==> config.mk <==
export PLATFORM = sky130hd
export DESIGN_NAME = tmc_core
export DESIGN_NICKNAME = d
export VERILOG_FILES = /design/src/common/tmc_pkg.sv /design/src/common/tmc_evt_if.sv /design/src/tmc_tick_sel.sv /design/src/tmc_cap_edge.sv /design/src/tmc_core.sv
export SDC_FILE = /design/constraint.sdc
export NUM_CORES = 1
export LEC_CHECK = 0
export BUFFER_PORTS_ARGS = -buffer_cell sky130_fd_sc_hd__buf_2
export CORE_MARGIN = 5
export CORE_UTILIZATION = 35
export CTS_BUF_LIST = sky130_fd_sc_hd__clkbuf_8
export DETAILED_ROUTE_END_ITERATION = 10
export PLACE_DENSITY = 0.54
export REMOVE_ABC_BUFFERS = 1
export SYNTH_ARGS = -nofsm -noshare
export SYNTH_HDL_FRONTEND = slang
export SYNTH_SLANG_ARGS = --single-unit
==> constraint.sdc <==
create_clock -name SYS_CLK_IN -period 4.45 [get_ports SYS_CLK_IN]
set_clock_uncertainty 0.1 [all_clocks]
set_input_delay 0.89 -clock SYS_CLK_IN [delete_from_list [all_inputs] [get_ports SYS_CLK_IN]]
set_output_delay 0.89 -clock SYS_CLK_IN [all_outputs]
set_load 0.1 [all_outputs]
==> src/common/tmc_pkg.sv <==
// Shared constants for the 16-bit timer counter and capture core
package tmc_pkg;
  // Byte port addresses
  localparam logic [3:0] ADR_CNT_LO = 4'h0; // Counter low byte, triggers 16-bit access
  localparam logic [3:0] ADR_CNT_HI = 4'h1; // Counter high byte, goes through the latch
  localparam logic [3:0] ADR_CAP_LO = 4'h2; // Capture low byte
  localparam logic [3:0] ADR_CAP_HI = 4'h3; // Capture high byte, goes through the latch
  localparam logic [3:0] ADR_CMPA_LO = 4'h4; // Compare A low byte
  localparam logic [3:0] ADR_CMPA_HI = 4'h5; // Compare A high byte, direct on read
  localparam logic [3:0] ADR_CMPB_LO = 4'h6; // Compare B low byte
  localparam logic [3:0] ADR_CMPB_HI = 4'h7; // Compare B high byte, direct on read
  localparam logic [3:0] ADR_CTRL_A = 4'h8; // Control register A
  localparam logic [3:0] ADR_CTRL_B = 4'h9; // Control register B
  localparam logic [3:0] ADR_FLAGS = 4'ha; // Event flags, write one to clear
  localparam logic [3:0] ADR_MASK = 4'hb; // Interrupt enables

  // Field positions
  localparam int CTRLA_WGM_LSB = 0; // Mode bits 1:0 in control A
  localparam int CTRLB_CS_LSB = 0; // Clock select 2:0 in control B
  localparam int CTRLB_WGM_LSB = 3; // Mode bits 3:2 in control B
  localparam int CTRLB_EDGE_BIT = 6; // Capture edge sense, 1 = rising
  localparam int FLAG_OVF_BIT = 0; // Overflow flag / enable position
  localparam int FLAG_CAP_BIT = 5; // Capture flag / enable position

  // Reset values
  localparam logic [7:0] RST_BYTE = 8'h00;
  localparam logic [15:0] RST_WORD = 16'h0000;

  // Count limits
  localparam logic [15:0] CNT_MAX = 16'hffff;
  localparam logic [15:0] CNT_BOTTOM = 16'h0000;
  localparam logic [15:0] TOP_8BIT = 16'h00ff;
  localparam logic [15:0] TOP_9BIT = 16'h01ff;
  localparam logic [15:0] TOP_10BIT = 16'h03ff;

  // Clock select codes
  localparam logic [2:0] CS_STOP = 3'h0;
  localparam logic [2:0] CS_DIV1 = 3'h1;
  localparam logic [2:0] CS_DIV8 = 3'h2;
  localparam logic [2:0] CS_DIV64 = 3'h3;
  localparam logic [2:0] CS_DIV256 = 3'h4;
  localparam logic [2:0] CS_DIV1024 = 3'h5;
  localparam logic [2:0] CS_EXT_FALL = 3'h6;
  localparam logic [2:0] CS_EXT_RISE = 3'h7;

  // Prescaler taps, as masks of a free-running 10-bit divider
  localparam logic [9:0] PRE_MASK8 = 10'h007;
  localparam logic [9:0] PRE_MASK64 = 10'h03f;
  localparam logic [9:0] PRE_MASK256 = 10'h0ff;
  localparam logic [9:0] PRE_MASK1024 = 10'h3ff;
endpackage

==> src/common/tmc_evt_if.sv <==
// Event carrier between the tick and capture sources and the core
interface tmc_evt_if;
  logic tick; // One-cycle timer tick enable
  logic cap_hit; // One-cycle qualified capture edge

  modport tick_src (output tick);
  modport cap_src (output cap_hit);
  modport sink (input tick, input cap_hit);
endinterface

==> src/tmc_tick_sel.sv <==
// Timer clock selection: prescaler taps and external pin edges
module tmc_tick_sel
  import tmc_pkg::*;
(
  input wire logic clk_in,
  input wire logic rst_n_in,
  input wire logic [2:0] cs_in,
  input wire logic ext_pin_in,
  tmc_evt_if.tick_src evt
);
  logic [9:0] pre_ff; // Free-running prescaler
  logic ext_prev_ff; // Previous external pin level
  logic nxt_tick; // Selected enable

  // Divider runs always; ticks land on fixed phases of it
  always_ff @(posedge clk_in or negedge rst_n_in) begin
    if (!rst_n_in) begin
      pre_ff <= 10'h000;
    end else begin
      pre_ff <= pre_ff + 10'h001;
    end
  end

  // Edge history of the external pin
  always_ff @(posedge clk_in or negedge rst_n_in) begin
    if (!rst_n_in) begin
      ext_prev_ff <= 1'b0;
    end else begin
      ext_prev_ff <= ext_pin_in;
    end
  end

  // Source choice by the clock select field
  always_comb begin
    unique case (cs_in)
      CS_STOP: nxt_tick = 1'b0;
      CS_DIV1: nxt_tick = 1'b1;
      CS_DIV8: nxt_tick = (pre_ff & PRE_MASK8) == PRE_MASK8;
      CS_DIV64: nxt_tick = (pre_ff & PRE_MASK64) == PRE_MASK64;
      CS_DIV256: nxt_tick = (pre_ff & PRE_MASK256) == PRE_MASK256;
      CS_DIV1024: nxt_tick = (pre_ff & PRE_MASK1024) == PRE_MASK1024;
      CS_EXT_FALL: nxt_tick = ext_prev_ff & ~ext_pin_in;
      CS_EXT_RISE: nxt_tick = ~ext_prev_ff & ext_pin_in;
    endcase
  end

  assign evt.tick = nxt_tick;
endmodule

==> src/tmc_cap_edge.sv <==
// Capture source mux and edge sense detector
module tmc_cap_edge (
  input wire logic clk_in,
  input wire logic rst_n_in,
  input wire logic pin_in,
  input wire logic comp_in,
  input wire logic use_comp_in,
  input wire logic rise_in,
  input wire logic enable_in,
  tmc_evt_if.cap_src evt
);
  logic src; // Selected trigger source
  logic prev_ff; // Previous source level

  assign src = use_comp_in ? comp_in : pin_in;

  // Source history; a change of source itself may look like an edge
  always_ff @(posedge clk_in or negedge rst_n_in) begin
    if (!rst_n_in) begin
      prev_ff <= 1'b0;
    end else begin
      prev_ff <= src;
    end
  end

  // Edge must match the configured sense
  assign evt.cap_hit = enable_in & (rise_in ? (~prev_ff & src) : (prev_ff & ~src));
endmodule

==> src/tmc_core.sv <==
// 16-bit timer core: counter, shared high-byte latch, capture unit
module tmc_core
  import tmc_pkg::*;
(
  input wire logic SYS_CLK_IN,
  input wire logic NRST_IN,
  input wire logic [3:0] ADDR_IN,
  input wire logic RD_IN,
  input wire logic WR_IN,
  input wire logic [7:0] WDATA_IN,
  input wire logic EXT_CLK_PIN_IN,
  input wire logic CAPTURE_INPUT_PIN_IN,
  input wire logic COMPARATOR_OUTPUT_IN,
  input wire logic CAP_SEL_COMPARATOR_IN,
  input wire logic OVF_IRQ_ACK_IN,
  input wire logic CAP_IRQ_ACK_IN,
  output logic [7:0] RDATA_OUT,
  output logic OVF_IRQ_OUT,
  output logic CAP_IRQ_OUT,
  output logic TOP_OUT,
  output logic BOTTOM_OUT,
  output logic COUNT_DOWN_OUT,
  output logic [3:0] WAVE_MODE_OUT
);
  // Register state
  logic [7:0] temp_ff; // Shared high-byte latch
  logic [15:0] cnt_ff; // Counter value
  logic [15:0] cap_ff; // Capture value
  logic [15:0] cmpa_ff; // Compare A value
  logic [15:0] cmpb_ff; // Compare B value
  logic [7:0] ctrla_ff; // Control register A
  logic [7:0] ctrlb_ff; // Control register B
  logic down_ff; // Direction, 1 = decrement
  logic ovf_flag_ff; // Overflow flag
  logic cap_flag_ff; // Capture flag
  logic ovf_en_ff; // Overflow interrupt enable
  logic cap_en_ff; // Capture interrupt enable

  // Next values and decoded terms
  logic [15:0] nxt_cnt;
  logic nxt_down;
  logic ovf_evt; // Overflow point reached this cycle
  logic [3:0] wgm; // Mode field, joined from A and B
  logic [2:0] cs; // Clock select field
  logic [15:0] top; // Current top value
  logic wr_cnt_lo; // Counter low write strobe
  logic wr_cap_lo; // Capture low write strobe
  logic rd_cnt_lo; // Counter low read strobe
  logic rd_cap_lo; // Capture low read strobe
  logic wr_hi; // Any high-byte write

  tmc_evt_if evt ();

  // Mode field split over both control registers
  assign wgm = {ctrlb_ff[CTRLB_WGM_LSB + 1 -: 2], ctrla_ff[CTRLA_WGM_LSB + 1 -: 2]};
  assign cs = ctrlb_ff[CTRLB_CS_LSB + 2 -: 3];

  // Modes counting up and down
  function automatic logic is_dual(input logic [3:0] m);
    is_dual = (m inside {4'h1, 4'h2, 4'h3, 4'h8, 4'h9, 4'ha, 4'hb});
  endfunction

  // Modes whose top is held in the capture register
  function automatic logic is_cap_top(input logic [3:0] m);
    is_cap_top = (m inside {4'h8, 4'ha, 4'hc, 4'he});
  endfunction

  // Single-slope modes that overflow at top rather than at max
  function automatic logic ovf_at_top(input logic [3:0] m);
    ovf_at_top = (m inside {4'h5, 4'h6, 4'h7, 4'he, 4'hf});
  endfunction

  // Top value for a mode
  function automatic logic [15:0] top_of(input logic [3:0] m, input logic [15:0] ca,
                                         input logic [15:0] cp);
    unique case (m)
      4'h1, 4'h5: top_of = TOP_8BIT;
      4'h2, 4'h6: top_of = TOP_9BIT;
      4'h3, 4'h7: top_of = TOP_10BIT;
      4'h4, 4'h9, 4'hb, 4'hf: top_of = ca;
      4'h8, 4'ha, 4'hc, 4'he: top_of = cp;
      default: top_of = CNT_MAX; // Normal and the reserved code
    endcase
  endfunction

  assign top = top_of(wgm, cmpa_ff, cap_ff);

  // Access strobes, taken on the edge of the access
  assign wr_cnt_lo = WR_IN && (ADDR_IN == ADR_CNT_LO);
  assign wr_cap_lo = WR_IN && (ADDR_IN == ADR_CAP_LO) && is_cap_top(wgm);
  assign rd_cnt_lo = RD_IN && (ADDR_IN == ADR_CNT_LO);
  assign rd_cap_lo = RD_IN && (ADDR_IN == ADR_CAP_LO);
  assign wr_hi = WR_IN && (ADDR_IN inside {ADR_CNT_HI, ADR_CAP_HI, ADR_CMPA_HI, ADR_CMPB_HI});

  // Timer tick source
  tmc_tick_sel u_tick (
    .clk_in(SYS_CLK_IN),
    .rst_n_in(NRST_IN),
    .cs_in(cs),
    .ext_pin_in(EXT_CLK_PIN_IN),
    .evt(evt.tick_src)
  );

  // Capture edge source; input idle while capture holds top
  tmc_cap_edge u_cap (
    .clk_in(SYS_CLK_IN),
    .rst_n_in(NRST_IN),
    .pin_in(CAPTURE_INPUT_PIN_IN),
    .comp_in(COMPARATOR_OUTPUT_IN),
    .use_comp_in(CAP_SEL_COMPARATOR_IN),
    .rise_in(ctrlb_ff[CTRLB_EDGE_BIT]),
    .enable_in(!is_cap_top(wgm)),
    .evt(evt.cap_src)
  );

  // Shared latch: loaded by high writes and by counter or capture low reads only
  always_ff @(posedge SYS_CLK_IN or negedge NRST_IN) begin
    if (!NRST_IN) begin
      temp_ff <= RST_BYTE;
    end else if (wr_hi) begin
      temp_ff <= WDATA_IN;
    end else if (rd_cnt_lo) begin
      temp_ff <= cnt_ff[15:8];
    end else if (rd_cap_lo) begin
      temp_ff <= cap_ff[15:8];
    end
    // Low writes leave it alone so one high byte serves many
  end

  // Counter sequence; a port write wins over any tick
  always_comb begin
    nxt_cnt = cnt_ff;
    nxt_down = down_ff;
    ovf_evt = 1'b0;
    if (wr_cnt_lo) begin
      nxt_cnt = {temp_ff, WDATA_IN};
    end else if (evt.tick) begin
      if (is_dual(wgm)) begin
        // Up to top, then down to bottom
        if (!down_ff) begin
          if (cnt_ff >= top) begin
            nxt_down = 1'b1;
            nxt_cnt = cnt_ff - 16'h0001;
          end else begin
            nxt_cnt = cnt_ff + 16'h0001;
          end
        end else if (cnt_ff == CNT_BOTTOM) begin
          // Reached only after a write; turn round
          nxt_down = 1'b0;
          nxt_cnt = cnt_ff + 16'h0001;
        end else begin
          nxt_cnt = cnt_ff - 16'h0001;
          if (cnt_ff == 16'h0001) begin
            nxt_down = 1'b0;
            ovf_evt = 1'b1;
          end
        end
      end else begin
        // Single slope always counts up
        nxt_down = 1'b0;
        if (cnt_ff == CNT_MAX) begin
          nxt_cnt = CNT_BOTTOM;
          ovf_evt = 1'b1;
        end else if (cnt_ff == top) begin
          nxt_cnt = CNT_BOTTOM;
          ovf_evt = ovf_at_top(wgm);
        end else begin
          nxt_cnt = cnt_ff + 16'h0001;
        end
      end
    end
  end

  // Counter and direction state
  always_ff @(posedge SYS_CLK_IN or negedge NRST_IN) begin
    if (!NRST_IN) begin
      cnt_ff <= RST_WORD;
      down_ff <= 1'b0;
    end else begin
      cnt_ff <= nxt_cnt;
      down_ff <= nxt_down;
    end
  end

  // Capture register: an edge stamps the counter, writes only in top modes
  always_ff @(posedge SYS_CLK_IN or negedge NRST_IN) begin
    if (!NRST_IN) begin
      cap_ff <= RST_WORD;
    end else if (evt.cap_hit) begin
      cap_ff <= cnt_ff;
    end else if (wr_cap_lo) begin
      cap_ff <= {temp_ff, WDATA_IN};
    end
  end

  // Compare registers written through the latch, control registers plain byte writes
  always_ff @(posedge SYS_CLK_IN or negedge NRST_IN) begin
    if (!NRST_IN) begin
      cmpa_ff <= RST_WORD;
      cmpb_ff <= RST_WORD;
      ctrla_ff <= RST_BYTE;
      ctrlb_ff <= RST_BYTE;
    end else if (WR_IN) begin
      if (ADDR_IN == ADR_CMPA_LO) begin
        cmpa_ff <= {temp_ff, WDATA_IN};
      end
      if (ADDR_IN == ADR_CMPB_LO) begin
        cmpb_ff <= {temp_ff, WDATA_IN};
      end
      if (ADDR_IN == ADR_CTRL_A) begin
        ctrla_ff <= WDATA_IN;
      end
      if (ADDR_IN == ADR_CTRL_B) begin
        ctrlb_ff <= WDATA_IN;
      end
    end
  end

  // Interrupt enables
  always_ff @(posedge SYS_CLK_IN or negedge NRST_IN) begin
    if (!NRST_IN) begin
      ovf_en_ff <= 1'b0;
      cap_en_ff <= 1'b0;
    end else if (WR_IN && (ADDR_IN == ADR_MASK)) begin
      ovf_en_ff <= WDATA_IN[FLAG_OVF_BIT];
      cap_en_ff <= WDATA_IN[FLAG_CAP_BIT];
    end
  end

  // Flags: a new event beats a clear in the same cycle
  always_ff @(posedge SYS_CLK_IN or negedge NRST_IN) begin
    if (!NRST_IN) begin
      ovf_flag_ff <= 1'b0;
      cap_flag_ff <= 1'b0;
    end else begin
      if (ovf_evt) begin
        ovf_flag_ff <= 1'b1;
      end else if (OVF_IRQ_ACK_IN ||
                   (WR_IN && (ADDR_IN == ADR_FLAGS) && WDATA_IN[FLAG_OVF_BIT])) begin
        ovf_flag_ff <= 1'b0;
      end
      if (evt.cap_hit) begin
        cap_flag_ff <= 1'b1;
      end else if (CAP_IRQ_ACK_IN) begin
        cap_flag_ff <= 1'b0;
      end else if (WR_IN && (ADDR_IN == ADR_FLAGS) && WDATA_IN[FLAG_CAP_BIT]) begin
        cap_flag_ff <= 1'b0;
      end
    end
  end

  // Interrupt requests, registered from flag and enable
  always_ff @(posedge SYS_CLK_IN or negedge NRST_IN) begin
    if (!NRST_IN) begin
      OVF_IRQ_OUT <= 1'b0;
      CAP_IRQ_OUT <= 1'b0;
    end else begin
      OVF_IRQ_OUT <= ovf_flag_ff & ovf_en_ff;
      CAP_IRQ_OUT <= cap_flag_ff & cap_en_ff;
    end
  end

  // Indications aligned with the counter value they describe
  always_ff @(posedge SYS_CLK_IN or negedge NRST_IN) begin
    if (!NRST_IN) begin
      TOP_OUT <= 1'b0;
      BOTTOM_OUT <= 1'b1;
      COUNT_DOWN_OUT <= 1'b0;
      WAVE_MODE_OUT <= 4'h0;
    end else begin
      TOP_OUT <= (nxt_cnt == top);
      BOTTOM_OUT <= (nxt_cnt == CNT_BOTTOM);
      COUNT_DOWN_OUT <= nxt_down;
      WAVE_MODE_OUT <= wgm;
    end
  end

  // Read data, answered one cycle after the strobe; unmapped reads zero
  always_ff @(posedge SYS_CLK_IN or negedge NRST_IN) begin
    if (!NRST_IN) begin
      RDATA_OUT <= RST_BYTE;
    end else if (RD_IN) begin
      unique case (ADDR_IN)
        ADR_CNT_LO: RDATA_OUT <= cnt_ff[7:0];
        ADR_CNT_HI: RDATA_OUT <= temp_ff;
        ADR_CAP_LO: RDATA_OUT <= cap_ff[7:0];
        ADR_CAP_HI: RDATA_OUT <= temp_ff;
        ADR_CMPA_LO: RDATA_OUT <= cmpa_ff[7:0];
        ADR_CMPA_HI: RDATA_OUT <= cmpa_ff[15:8];
        ADR_CMPB_LO: RDATA_OUT <= cmpb_ff[7:0];
        ADR_CMPB_HI: RDATA_OUT <= cmpb_ff[15:8];
        ADR_CTRL_A: RDATA_OUT <= ctrla_ff;
        ADR_CTRL_B: RDATA_OUT <= ctrlb_ff;
        ADR_FLAGS: RDATA_OUT <= 8'({cap_flag_ff, 4'h0, ovf_flag_ff} << FLAG_OVF_BIT);
        ADR_MASK: RDATA_OUT <= 8'({cap_en_ff, 4'h0, ovf_en_ff} << FLAG_OVF_BIT);
        default: RDATA_OUT <= RST_BYTE;
      endcase
    end
  end

  // Checks
  latch_hold_a: assert property (@(posedge SYS_CLK_IN) disable iff (!NRST_IN)
    wr_cnt_lo |=> temp_ff == $past(temp_ff))
    else $error("latch changed by low write");
  hi_read_latch_a: assert property (@(posedge SYS_CLK_IN) disable iff (!NRST_IN)
    RD_IN && ADDR_IN == ADR_CNT_HI |=> RDATA_OUT == $past(temp_ff))
    else $error("counter high read not from latch");
  lo_read_load_a: assert property (@(posedge SYS_CLK_IN) disable iff (!NRST_IN)
    rd_cnt_lo && !WR_IN |=> temp_ff == $past(cnt_ff[15:8]))
    else $error("latch not loaded on low read");
  stop_hold_a: assert property (@(posedge SYS_CLK_IN) disable iff (!NRST_IN)
    cs == CS_STOP && !WR_IN ##1 !WR_IN |-> $stable(cnt_ff))
    else $error("counter moved while stopped");
  write_wins_a: assert property (@(posedge SYS_CLK_IN) disable iff (!NRST_IN)
    wr_cnt_lo |=> cnt_ff == {$past(temp_ff), $past(WDATA_IN)})
    else $error("counter write lost");
  normal_count_a: assert property (@(posedge SYS_CLK_IN) disable iff (!NRST_IN)
    evt.tick && wgm == 4'h0 && !wr_cnt_lo |=> cnt_ff == $past(cnt_ff) + 16'h0001)
    else $error("normal mode did not increment");
  capture_stamp_a: assert property (@(posedge SYS_CLK_IN) disable iff (!NRST_IN)
    evt.cap_hit |=> cap_ff == $past(cnt_ff) && cap_flag_ff)
    else $error("capture value or flag wrong");
  flag_clear_a: assert property (@(posedge SYS_CLK_IN) disable iff (!NRST_IN)
    WR_IN && ADDR_IN == ADR_FLAGS && WDATA_IN[FLAG_CAP_BIT] && !evt.cap_hit |=> !cap_flag_ff)
    else $error("capture flag not cleared");
  cap_guard_a: assert property (@(posedge SYS_CLK_IN) disable iff (!NRST_IN)
    WR_IN && ADDR_IN == ADR_CAP_LO && !is_cap_top(wgm) && !evt.cap_hit |=> $stable(cap_ff))
    else $error("capture written outside top modes");
  cap_irq_a: assert property (@(posedge SYS_CLK_IN) disable iff (!NRST_IN)
    cap_flag_ff && cap_en_ff |=> CAP_IRQ_OUT)
    else $error("capture interrupt missing");
  cmp_direct_a: assert property (@(posedge SYS_CLK_IN) disable iff (!NRST_IN)
    RD_IN && ADDR_IN == ADR_CMPA_HI |=> RDATA_OUT == $past(cmpa_ff[15:8]))
    else $error("compare high read via latch");
endmodule

== Word-level counts from Yosys, hierarchy flattened ==
Cells that the tools add are included.
Storage, ports and cells
  logic and storage cells: 148
  register bits after elaboration: 121
  output and inout bits: 17
Operators by class
  equal/unequal tests: 40
  $add $sub $neg: 3
  bitwise gates (word level): 12
  muxes and demuxes: 36
  reductions and logical operators: 35
  $lt $le $gt $ge: 1
Operators with widths (number)
  2-to-1 mux 16 bit: 10
  case mux 8 bit (11 select lines): 1
  case mux 16 bit (5 select lines): 1
  == test 4 bit (second input constant): 11
  == test 16 bit: 2
  == test 4 x 3 -> 1 bit (second input constant): 8
  zero test 16 bit: 2
  2-to-1 mux 8 bit: 3
  2-to-1 mux 1 bit: 20
  adder 16 x 1 -> 16 bit (second input constant): 1
  == test 16 x 1 -> 1 bit (second input constant): 1
  == test 16 bit (second input constant): 1
  == test 4 x 2 -> 1 bit (second input constant): 4
  greater-or-equal comparator 16 bit: 1
  subtractor 16 x 1 -> 16 bit (second input constant): 1
  == test 3 bit (second input constant): 5
  adder 10 x 1 -> 10 bit (second input constant): 1
  == test 10 bit (second input constant): 1
  logical AND 1 bit: 10
  AND reduction 2 bit: 5
  == test 4 x 1 -> 1 bit (second input constant): 2
  == test 8 bit (second input constant): 1
  case mux 1 bit (8 select lines): 1
  nonzero test 4 bit: 2
  other kinds (15): 32

== Logic depth before layout (Yosys ltp) ==
Gate-level depths: netlist of run 1.
  depth in word-level cells: 10
  mapped depth: 21
  depth with buffers taken out: 16

== Modules after synthesis ==
Synthesis of run 1 repeated with hierarchy kept, for this count alone.
Second synthesis, totals
  cells, all modules: 906
  area, all modules: 8227.9 µm²
By module, submodules not included
  tmc_core: instances 1, area each 7653.6 µm², cells an instance 858, seq. area each 2728.9 µm²
  tmc_tick_sel: instances 1, area each 509.2 µm², cells an instance 43, seq. area each 275.3 µm²
  tmc_cap_edge: instances 1, area each 65.1 µm², cells an instance 5, seq. area each 25.0 µm²

== Worst setup path before layout of run 1 ==
OpenSTA, ideal clock, no wires.
  path type: register to register
  start: register ctrla_ff[0]
  end: register BOTTOM_OUT
  buffers on the path: 4
  path slack: -207 ps
  arrival: 4467 ps
  cell stages (with the launch flop): 19
  setup time: 90 ps
  clock period less this slack: 4657 ps
  cell sequence: dfrtp_1 clkbuf_1 clkbuf_1 clkbuf_1 buf_1 o21ai_0 a21oi_1 a21oi_1 ha_1 and4_1 and4b_1 a211oi_2 a21oi_2 mux2i_1 a211oi_1 o221ai_1 or3_1 or4_1 nor4_2
On the way
  longest elaborated chain between the ends: 10
  elaborated cells on any way between the ends: 31
Ends and longest elaborated chain
  start, declared: RTL line tmc_core.sv:31  | logic [7:0] ctrla_ff;
  start signal, assigned: RTL line tmc_core.sv:201  | ctrla_ff <= RST_BYTE;
  start signal, assigned: RTL line tmc_core.sv:211  | ctrla_ff <= WDATA_IN;
  == test 4 bit (tied with other cells): RTL line tmc_core.sv:60, tmc_core.sv:76
  OR reduction 4 bit / OR reduction 2 bit (equally long branches): RTL line tmc_core.sv:76  | unique case (m)
  case mux 16 bit (5 select lines): RTL line tmc_core.sv:76
  greater-or-equal comparator 16 bit / == test 16 bit (equally long branches): RTL line tmc_core.sv:141, tmc_core.sv:164
  2-to-1 mux 16 bit, on equally long branches: RTL line tmc_core.sv:141, tmc_core.sv:164
  2-to-1 mux 16 bit, on equally long branches: RTL line tmc_core.sv:140, tmc_core.sv:161
  2-to-1 mux 16 bit *: RTL line tmc_core.sv:138  | if (is_dual(wgm)) begin
  2-to-1 mux 16 bit *: RTL line tmc_core.sv:137  | end else if (evt.tick) begin
  2-to-1 mux 16 bit *: RTL line tmc_core.sv:135  | if (wr_cnt_lo) begin
  zero test 16 bit *: RTL line tmc_core.sv:272  | BOTTOM_OUT <= (nxt_cnt == CNT_BOTTOM);
  end signal, assigned: RTL line tmc_core.sv:272
  end, declared: RTL line tmc_core.sv:21  | output logic BOTTOM_OUT,
Every way passes the cells marked *; elsewhere a longest branch is shown, timed or not.
A chain may end at the register's enable or synchronous reset.

== Worst setup path after layout of run 1 ==
  start: register ctrlb_ff[4]
  end: register BOTTOM_OUT
On the way
  longest elaborated chain between the ends: 10
  elaborated cells on any way between the ends: 31
Ends and longest elaborated chain
  start, declared: RTL line tmc_core.sv:32  | logic [7:0] ctrlb_ff;
  start signal, assigned: RTL line tmc_core.sv:202  | ctrlb_ff <= RST_BYTE;
  start signal, assigned: RTL line tmc_core.sv:214  | ctrlb_ff <= WDATA_IN;
  == test 4 bit (tied with other cells): RTL line tmc_core.sv:60, tmc_core.sv:76
  OR reduction 4 bit / OR reduction 2 bit (equally long branches): RTL line tmc_core.sv:76
  case mux 16 bit (5 select lines): RTL line tmc_core.sv:76
  greater-or-equal comparator 16 bit / == test 16 bit (equally long branches): RTL line tmc_core.sv:141, tmc_core.sv:164
  2-to-1 mux 16 bit, on equally long branches: RTL line tmc_core.sv:141, tmc_core.sv:164
  2-to-1 mux 16 bit, on equally long branches: RTL line tmc_core.sv:140, tmc_core.sv:161
  2-to-1 mux 16 bit *: RTL line tmc_core.sv:138
  2-to-1 mux 16 bit *: RTL line tmc_core.sv:137
  2-to-1 mux 16 bit *: RTL line tmc_core.sv:135
  named net nxt_cnt[9]: RTL line tmc_core.sv:40  | logic [15:0] nxt_cnt;
  zero test 16 bit *: RTL line tmc_core.sv:272
Mark *: on every way through the listed nets, which the timed path passes. The rest lies on a longest branch.

==> impl_results.md, run 1 <==
- Status: finished clean
- Fraction of the yosys area taken by sequential cells: 0.3685
- Synth Area in XOR/XNOR: 0.02238
- Data required, critical path: ~4.7 ns
- Reg2Reg Depth: 16
- Drt first pass iters: 5
- Worst Hold Launch: u_tick.pre_ff[5]
- Die Y: roughly 160 um
- Power density cells: roughly 630 nW/um2
- DR iter-0 viols: around 850
- CTS H-tree lvls: 4
- P&R area growth vs syn: 26.96%
- Synthesized flop and latch total: about 120
- CP Launch Point: ctrlb_ff[4]
- Setup CP Type: register to register
- Ports: 39
- Via count: 8110
- Final HPWL DP: ~23000 um
- Worst IR Drop VDD: 0.2988 mV
- Yosys warns: 0
- Main synth FF type: dfrtp_1
- WL per Instance: about 22 um
- Layout cells sized above 1: 0.3235
- Initial Utilization: 0.3523
- Core Region: approximately 23000 um2
- Mean Syn Cell Area: 8.828 um2
- Worst Max-Slew Pin Slew: approximately 1 ns
- Post-Synthesis Cell Area: between 8000 and 9000 um2
- Slew HR: 0.3138
- Worst EP arrival: about 4.6 ns
- Cells along the critical path: buf_6 > or3_4 > a21oi_1 > nor2_1 > ha_1 > a211oi_1 > o21ai_1 > a211oi_4 > buf_4 > a211oi_1 > a21oi_4 > o21ai_2 > mux2_4 > or3_4 > or4_4 > nor4_4
- Hold Path Class: register to register
- Number of port buffers: 38
- Leakage: 4.567 nW
- Die Span X: 163.2 um
- Area contributors post-synth: dfrtp_1 (37%), mux2_2 (8.4%), nor2_1 (3.9%)
- Setup TNS Final: 0 ns
- Largest area contributor in the netlist: dfrtp_1
- Slowest cell on crit path: or4_4
- Routed vias/inst: just under 6
- Worst Path Max Fanout: 6
- Post-Layout Inst Area: 10440 um2
- Fin. max-slew vios: 0
- Post-route insts no fill: 1407
- Vias in the first global route: just under 8000
- Clock buffer depth: 2
- Hold Path End: u_tick.pre_ff[5]
- Largest net degree at the start of global routing: 110
- CTS tree: yes
- Placed insts: between 1000 and 1500
- Largest family of logic cells by synthesized area: simple AND/OR/NAND/NOR gates
- Final setup fails: 0
- Antenna cells: 0
- Number of synthesized flops with an enable pin: 0
- CTS buffer count: 17
- Final Hold Viols: 0
- Post-synthesis mux area share: 0.1201
- Worst reg2reg path startpoint: ctrlb_ff[4]
- Async set-reset flop share out of synthesis: 1.000
- Worst reg2reg path endpoint: BOTTOM_OUT
- Worst hold path depth: 1
- Area share of the largest cell type after synthesis: 0.3654
- Syn Inst Count: 931
- Clock Sinks: approximately 120
- Simple-Gate Fraction of Synth Area: 0.2142
- Adder-cell share of the synthesized area: 0.03349
- First-pass GRT wire length: 47490 um
- Netlist cell types: 78
- Root Buffer: clkbuf_8
- Max Freq: 231.3 MHz
- Fin crit share: 0.9714
- Antenna-violating nets left: 0
- Clock Latency Late Sink: about 0.46 ns
- Initial antenna violation count: 0
- Final net count: approximately 1100
- Min Tclk post-route: roughly 4.3 ns
- Row count: 56
- Clk slew on worst S/H paths: 0.08 ns
- Total gr overflow: 0
- Critical Path Sink Type: register
- DRC viols: 0
- Max Cap Violations: 0
- Reg-to-reg slack, setup: approximately 0.13 ns
- Slowest cell delay on critical path: 0.50 ns
- GRT Total Usage: 0.2331
- Final wirelength: ~31000 um
- Gpl congestion: ~0.93
- Post-synthesis compound-gate area fraction: 0.1949
- Die ar.: between 20000 and 30000 um2
- Worst Setup Start Kind: register
- Cell Area, Placed: between 9000 and 10000 um2
through the flow:
| stage | util | power (mW) | setup WS, ns | hold WS [ns] |
|---|---|---|---|---|
| floorplan | - | 3.609 | -0.2012 | 0.3348 |
| global placement | 0.4078 | 5.107 | -0.07541 | 0.3555 |
| detailed placement | 0.4078 | 5.105 | -0.1334 | 0.3567 |
| CTS | 0.4367 | 6.345 | 0.001713 | 0.3724 |
| global route | 0.4472 | 6.930 | -0.07772 | 0.3890 |
| finish | 0.4472 | 6.562 | 0.1273 | 0.3698 |
state kept, by name, summed over array words and instances, names as in the netlist, 4 cells and up:
register and flops:
cap_ff 16, cmpa_ff 16, cmpb_ff 16, cnt_ff 16, u_tick.pre_ff 10, RDATA_OUT 8, ctrla_ff 8, ctrlb_ff 8
temp_ff 8, WAVE_MODE_OUT 4
Yosys cell counts, types with 4 or more instances:
master	instances
mux2i_1	24
and3_1	8
or3_1	12
or4_1	7
ha_1	22
mux2_2	61
buf_1	4
a31oi_1	13
nand4_1	11
and2_1	11
o211ai_1	4
a2bb2oi_1	6
dfrtp_1	120
xnor2_1	11
nand2_1	85
nor4_1	15
a211oi_1	9
a32oi_1	4
inv_1	28
o21ai_0	45
and4_1	7
o22ai_1	9
o21a_1	8
xor2_1	10
nand2b_1	10
a211o_1	4
nand3_1	28
a21oi_1	63
nand3b_1	4
o21ai_1	6
a22oi_1	22
nor3_1	26
nor3b_1	7
nor2_1	86
clkbuf_1	54
a2111oi_0	5
nor2b_1	7
a221oi_1	5
worst max-delay path: cells and delay by family, from the launching register on:
family / cells / cell delay, ns
and+or+nand+nor: 5 / 1.51
DFF: 1 / 0.46
muxes: 1 / 0.27
AOI/OAI and AO/OA: 7 / 1.24
adders and majority gates: 1 / 0.30
buffers and inverters: 2 / 0.36
logic make-up after synthesis:
| family | count (synthesis) |
|---|---|
| xor gates and xnor gates | 21 |
| and+or+nand+nor | 345 |
| buffers and inverters | 92 |
| AOI/OAI and AO/OA | 242 |
| adders and majority gates | 22 |
| muxes | 88 |
| DFF | 121 |
how the worst max path moves through the flow:
stage | to | slack [ns] | depth (start not counted)
floorplan | BOTTOM_OUT | -0.20 | 14
global placement | BOTTOM_OUT | -0.08 | 17
detailed placement | BOTTOM_OUT | -0.13 | 15
CTS | BOTTOM_OUT | 0.002 | 16
global route | TOP_OUT | -0.08 | 19
finish | BOTTOM_OUT | 0.13 | 16
metal layers:
metal / global-route usage / vias up / part of all wire / wire (um)
li1: - / 3735 / - / -
met1: 0.3330 / 4019 / 0.46 / 14280
met2: 0.3715 / 305 / 0.46 / 14380
met3: 0.03356 / 51 / 0.059 / 1851
met4: 0.06252 / 0 / 0.021 / 653
met5: 0 / - / 0 / 0
area by class of cell:
type                            count  area [um2]
Sequential cell                   121        3033
Tap cell                          319       399.1
Clock buffer                       18       247.7
Timing Repair Buffer              189        1383
Fill cell                        2280       12900
Clock inverter                     14       133.9
Multi-Input combinational cell    718        5134
Inverter                           28       105.1
where the power goes:
group | internal (mW) | leakage (nW) | switching (mW)
clock | 0.504 | 0.195 | 0.485
combinational | 1.64 | 2.88 | 2.04
sequential | 1.44 | 1.49 | 0.461
cell usage in the layout (no fill, tap or decap), types with 6 or more instances in the layout:
master     synthesis  final
buf_4              0    144
dfrtp_1          120    117
nand2_1           85     84
nor2_1            86     84
mux2_2            61     60
a21oi_1           63     56
o21ai_0           45     43
buf_2              2     37
inv_1             28     30
nand3_1           28     27
mux2i_1           24     23
a22oi_1           22     22
nor3_1            26     21
ha_1              22     19
clkbuf_8           0     18
nor4_1            15     14
and2_1            11     11
nand4_1           11     11
xor2_1            10     10
xnor2_1           11     10
a31oi_1           13     10
nand2b_1          10      9
or3_1             12      9
o22ai_1            9      8
o21a_1             8      8
and3_1             8      8
nor3b_1            7      7
a211oi_1           9      7
a21oi_2            2      6
a2bb2oi_1          6      6
o21ai_1            6      6
timing repair:
action	in CTS	in global routing
pin swaps	16	21
resized for setup	45	28
setup buffers	12	14
hold buffers	0	0
endpoints found under the setup margin	2	3
Note: power is estimated with default switching activity, not from simulation.
==> run 2, diff against run 1 <==
- SYNTH_HIERARCHICAL: unset -> 1
==> run 2 against run 1 <==
Compared with the run above: sequential share of layout area increased by 0.89 points; clock power increased by 10%; total power decreased by 6.1%; largest cell class unchanged; critical endpoint unchanged; hold slack improved by 0.0061 ns; register-to-register slack got worse by 0.02 ns; maximum frequency decreased by 0.42%; cell count decreased by 3.8%.
==> impl_results.md, run 2 <==
- Status: finished clean
- Antenna-violating nets left: 0
- Die Y: ~160 um
- Setup CP Type: register to register
- Final wirelength: 30940 um
- Hold Path Class: register to register
- Clock Sinks: between 100 and 150
- Mean Syn Cell Area: approximately 9 um2
- Max Freq: 230.4 MHz
- Total Power: 6.161 mW
- Die ar.: ~27000 um2
- Yosys warns: 6
- Largest area contributor in the netlist: dfrtp_1
- Fill cell count: 2331
- Final HPWL DP: 22760 um
- Root Buffer: clkbuf_8
- Leakage: 4.386 nW
- Most frequent cell after synthesis: dfrtp_1
- Final net count: about 1100
- Largest net degree at the start of global routing: a little over 100
- PnR worst setup slack: 0.1091 ns
- Layout cells sized above 1: 0.2928
- Slowest cell on crit path: or4_1
- Synthesized flop and latch total: 121
- Number of synthesized flops with an enable pin: 0
- Worst Max-Slew Pin Slew: between 0.9 and 1 ns
- Comb pwr share: 0.524
- Placed insts: between 1000 and 1500
- Main synth FF type: dfrtp_1
- Core Region: roughly 23000 um2
- Area contributors post-synth: dfrtp_1 (36%), mux2_2 (6.7%), mux2i_1 (3.8%)
- Post-route insts no fill: approximately 1400
- Min Tclk post-route: approximately 4.3 ns
- Crit-path most repeated cell: buf_4
- WL per Instance: about 23 um
- Number of port buffers: 38
- Clock buffer depth: 2
- Clk slew on worst S/H paths: about 0.08 ns
- Data required, critical path: around 4.7 ns
- Post-Synthesis Cell Area: around 8200 um2
- Total gr overflow: 0
- Area share of the largest cell type after synthesis: 0.3650
- Slowest cell delay on critical path: roughly 0.45 ns
- Cells along the critical path: nor2b_4 > buf_4 > or3_1 > o21ai_0 > a21oi_2 > ha_1 > nand4_1 > or3_4 > a31oi_4 > nor3_4 > buf_4 > nor3_1 > a21oi_1 > o211ai_1 > nand2b_1 > or4_1 > nor4_2
- CTS buffer count: 17
- Die Span X: ~160 um
- Sw power: ~2.8 mW
- Drt first pass iters: 8
- CTS tree: yes
- Worst EP arrival: approximately 4.6 ns
- Delay-heaviest family, CP: simple AND/OR/NAND/NOR gates
- Via count: between 7000 and 8000
- Multi-input gate area: between 5000 and 6000 um2
- Switching share of power: 0.4588
- Vias in the first global route: about 7700
- Most frequent cells in the layout: dfrtp_1 (118), buf_4 (117), nand2_1 (80)
- GRT Total Usage: 0.2327
- P_int: 3.334 mW
- Worst Setup Start Kind: register
- Slew HR: 0.3524
- Worst Path Max Fanout: 6
- DRC viols: 0
- Power density cells: 608.8 nW/um2
- Register area: 3032 um2
- Critical Path Sink Type: register
- Gpl congestion: 0.9509
- Ports: 39
- DR iter-0 viols: between 900 and 1000
- Routed vias/inst: approximately 6
- Syn Inst Count: ~900
- Cts hold-fix bufs: 0
- Worst path bufs/invs: 2
- Final setup fails: 0
- First-pass GRT wire length: about 47000 um
- DP Worst Slack: -0.003272 ns
- Worst IR Drop VDD: around 0.18 mV
- Most frequent cells after synthesis: dfrtp_1 (120), nand2_1 (82), nor2_1 (66)
- Row count: 56
- Fraction of the yosys area taken by sequential cells: 0.3682
- Most common cell after layout, fill and taps aside: dfrtp_1
- Clock Latency Late Sink: roughly 0.47 ns
- Max Cap Violations: 0
- Antenna cells: 0
- Netlist cell types: 84
- Fin. max-slew vios: 0
- Fin crit share: 0.9755
- Clk pwr share: 0.177
- Initial antenna violation count: 0
- Final Hold Viols: 0
- Reg power frac: 0.298
- Initial Utilization: 0.3526
- Async set-reset flop share out of synthesis: 1.000
- P&R area growth vs syn: 23.01%
- CTS H-tree lvls: 4
==> run 2: changes by cell type in the layout (fill, tap and decap cells not counted), sizes merged, moves of 9 or more <==
cell   change
nor2      -18
a21oi     -33
o21ai      +9
mux2      -12
buf       -29
==> run 2: cell families (layout without fill, tap and decap cells) <==
family / Yosys count / in the layout / synth area share
compound gates: 242 / 242 / 0.2064
fa+ha+maj: 22 / 22 / 0.03345
mux: 82 / 82 / 0.1093
buf+inv: 95 / 224 / 0.04805
simple gates: 313 / 313 / 0.2016
flops: 121 / 121 / 0.3682
xor+xnor: 31 / 31 / 0.03300
==> run 2: through the flow <==
step	cell area (um2)	utilization	hold slack [ns]	setup TNS, ns
global route	10120	0.4338	0.3932	-0.06944
global placement	9452	0.4051	0.3581	0
finish	10120	0.4338	0.3760	0
detailed placement	9452	0.4051	0.3605	-0.003272
CTS	9882	0.4235	0.3757	0
floorplan	7953	-	0.3366	-0.3351
==> run 2: final timing paths <==
check / from / end / slack (ns) / depth (start not counted)
max in group asynchronous: NRST_IN / cmpb_ff[12] / 2.92 / 2
setup / recovery: ctrlb_ff[3] / BOTTOM_OUT / 0.11 / 17
min in group asynchronous: NRST_IN / u_tick/pre_ff[7] / 0.44 / 1
setup reg to reg: ctrlb_ff[3] / BOTTOM_OUT / 0.11 / 17
hold reg to reg: u_tick/pre_ff[9] / u_tick/pre_ff[9] / 0.38 / 1
hold / removal: u_tick/pre_ff[9] / u_tick/pre_ff[9] / 0.38 / 1
==> run 2: cell type report <==
| class | instances | share of cell area |
|---|---|---|
| well taps | 319 | 0.03944 |
| inverters | 32 | 0.01187 |
| multi-input cells | 690 | 0.4944 |
| clock buffers | 17 | 0.02312 |
| repair buffers | 160 | 0.1129 |
| flip-flops and latches | 121 | 0.2995 |
| clock inverters | 15 | 0.01879 |
==> run 2: layer usage <==
metal  part of all wire  wire length, um  global-route usage  vias up
met2               0.44            13550              0.3536      377
li1                   -                -                   -     3608
met5                  0                0                   0        -
met4              0.028              857             0.07549        0
met3              0.082             2524             0.03962       71
met1               0.45            14010              0.3371     3935
==> run 2: power groups by stage <==
stage | Clock (mW) | Sequential [mW] | Combinational [mW]
6_report | 1.09 | 1.84 | 3.23
5_1_grt | 1.16 | 1.86 | 3.46
4_1_cts | 1.10 | 1.81 | 3.01
3_5_place_dp | 0 | 1.82 | 2.99
3_3_place_gp | 0 | 1.83 | 2.98
2_1_floorplan | 0 | 1.90 | 1.52
==> run 2: repair_timing <==
| action | 4_1_cts | 5_1_grt |
|---|---|---|
| resized for setup | 3 | 35 |
| gates cloned | 0 | 1 |
| setup buffers | 0 | 7 |
| endpoints found under the setup margin | 2 | 2 |
| hold endpoints to repair | 0 | 0 |
| pin swaps | 0 | 4 |
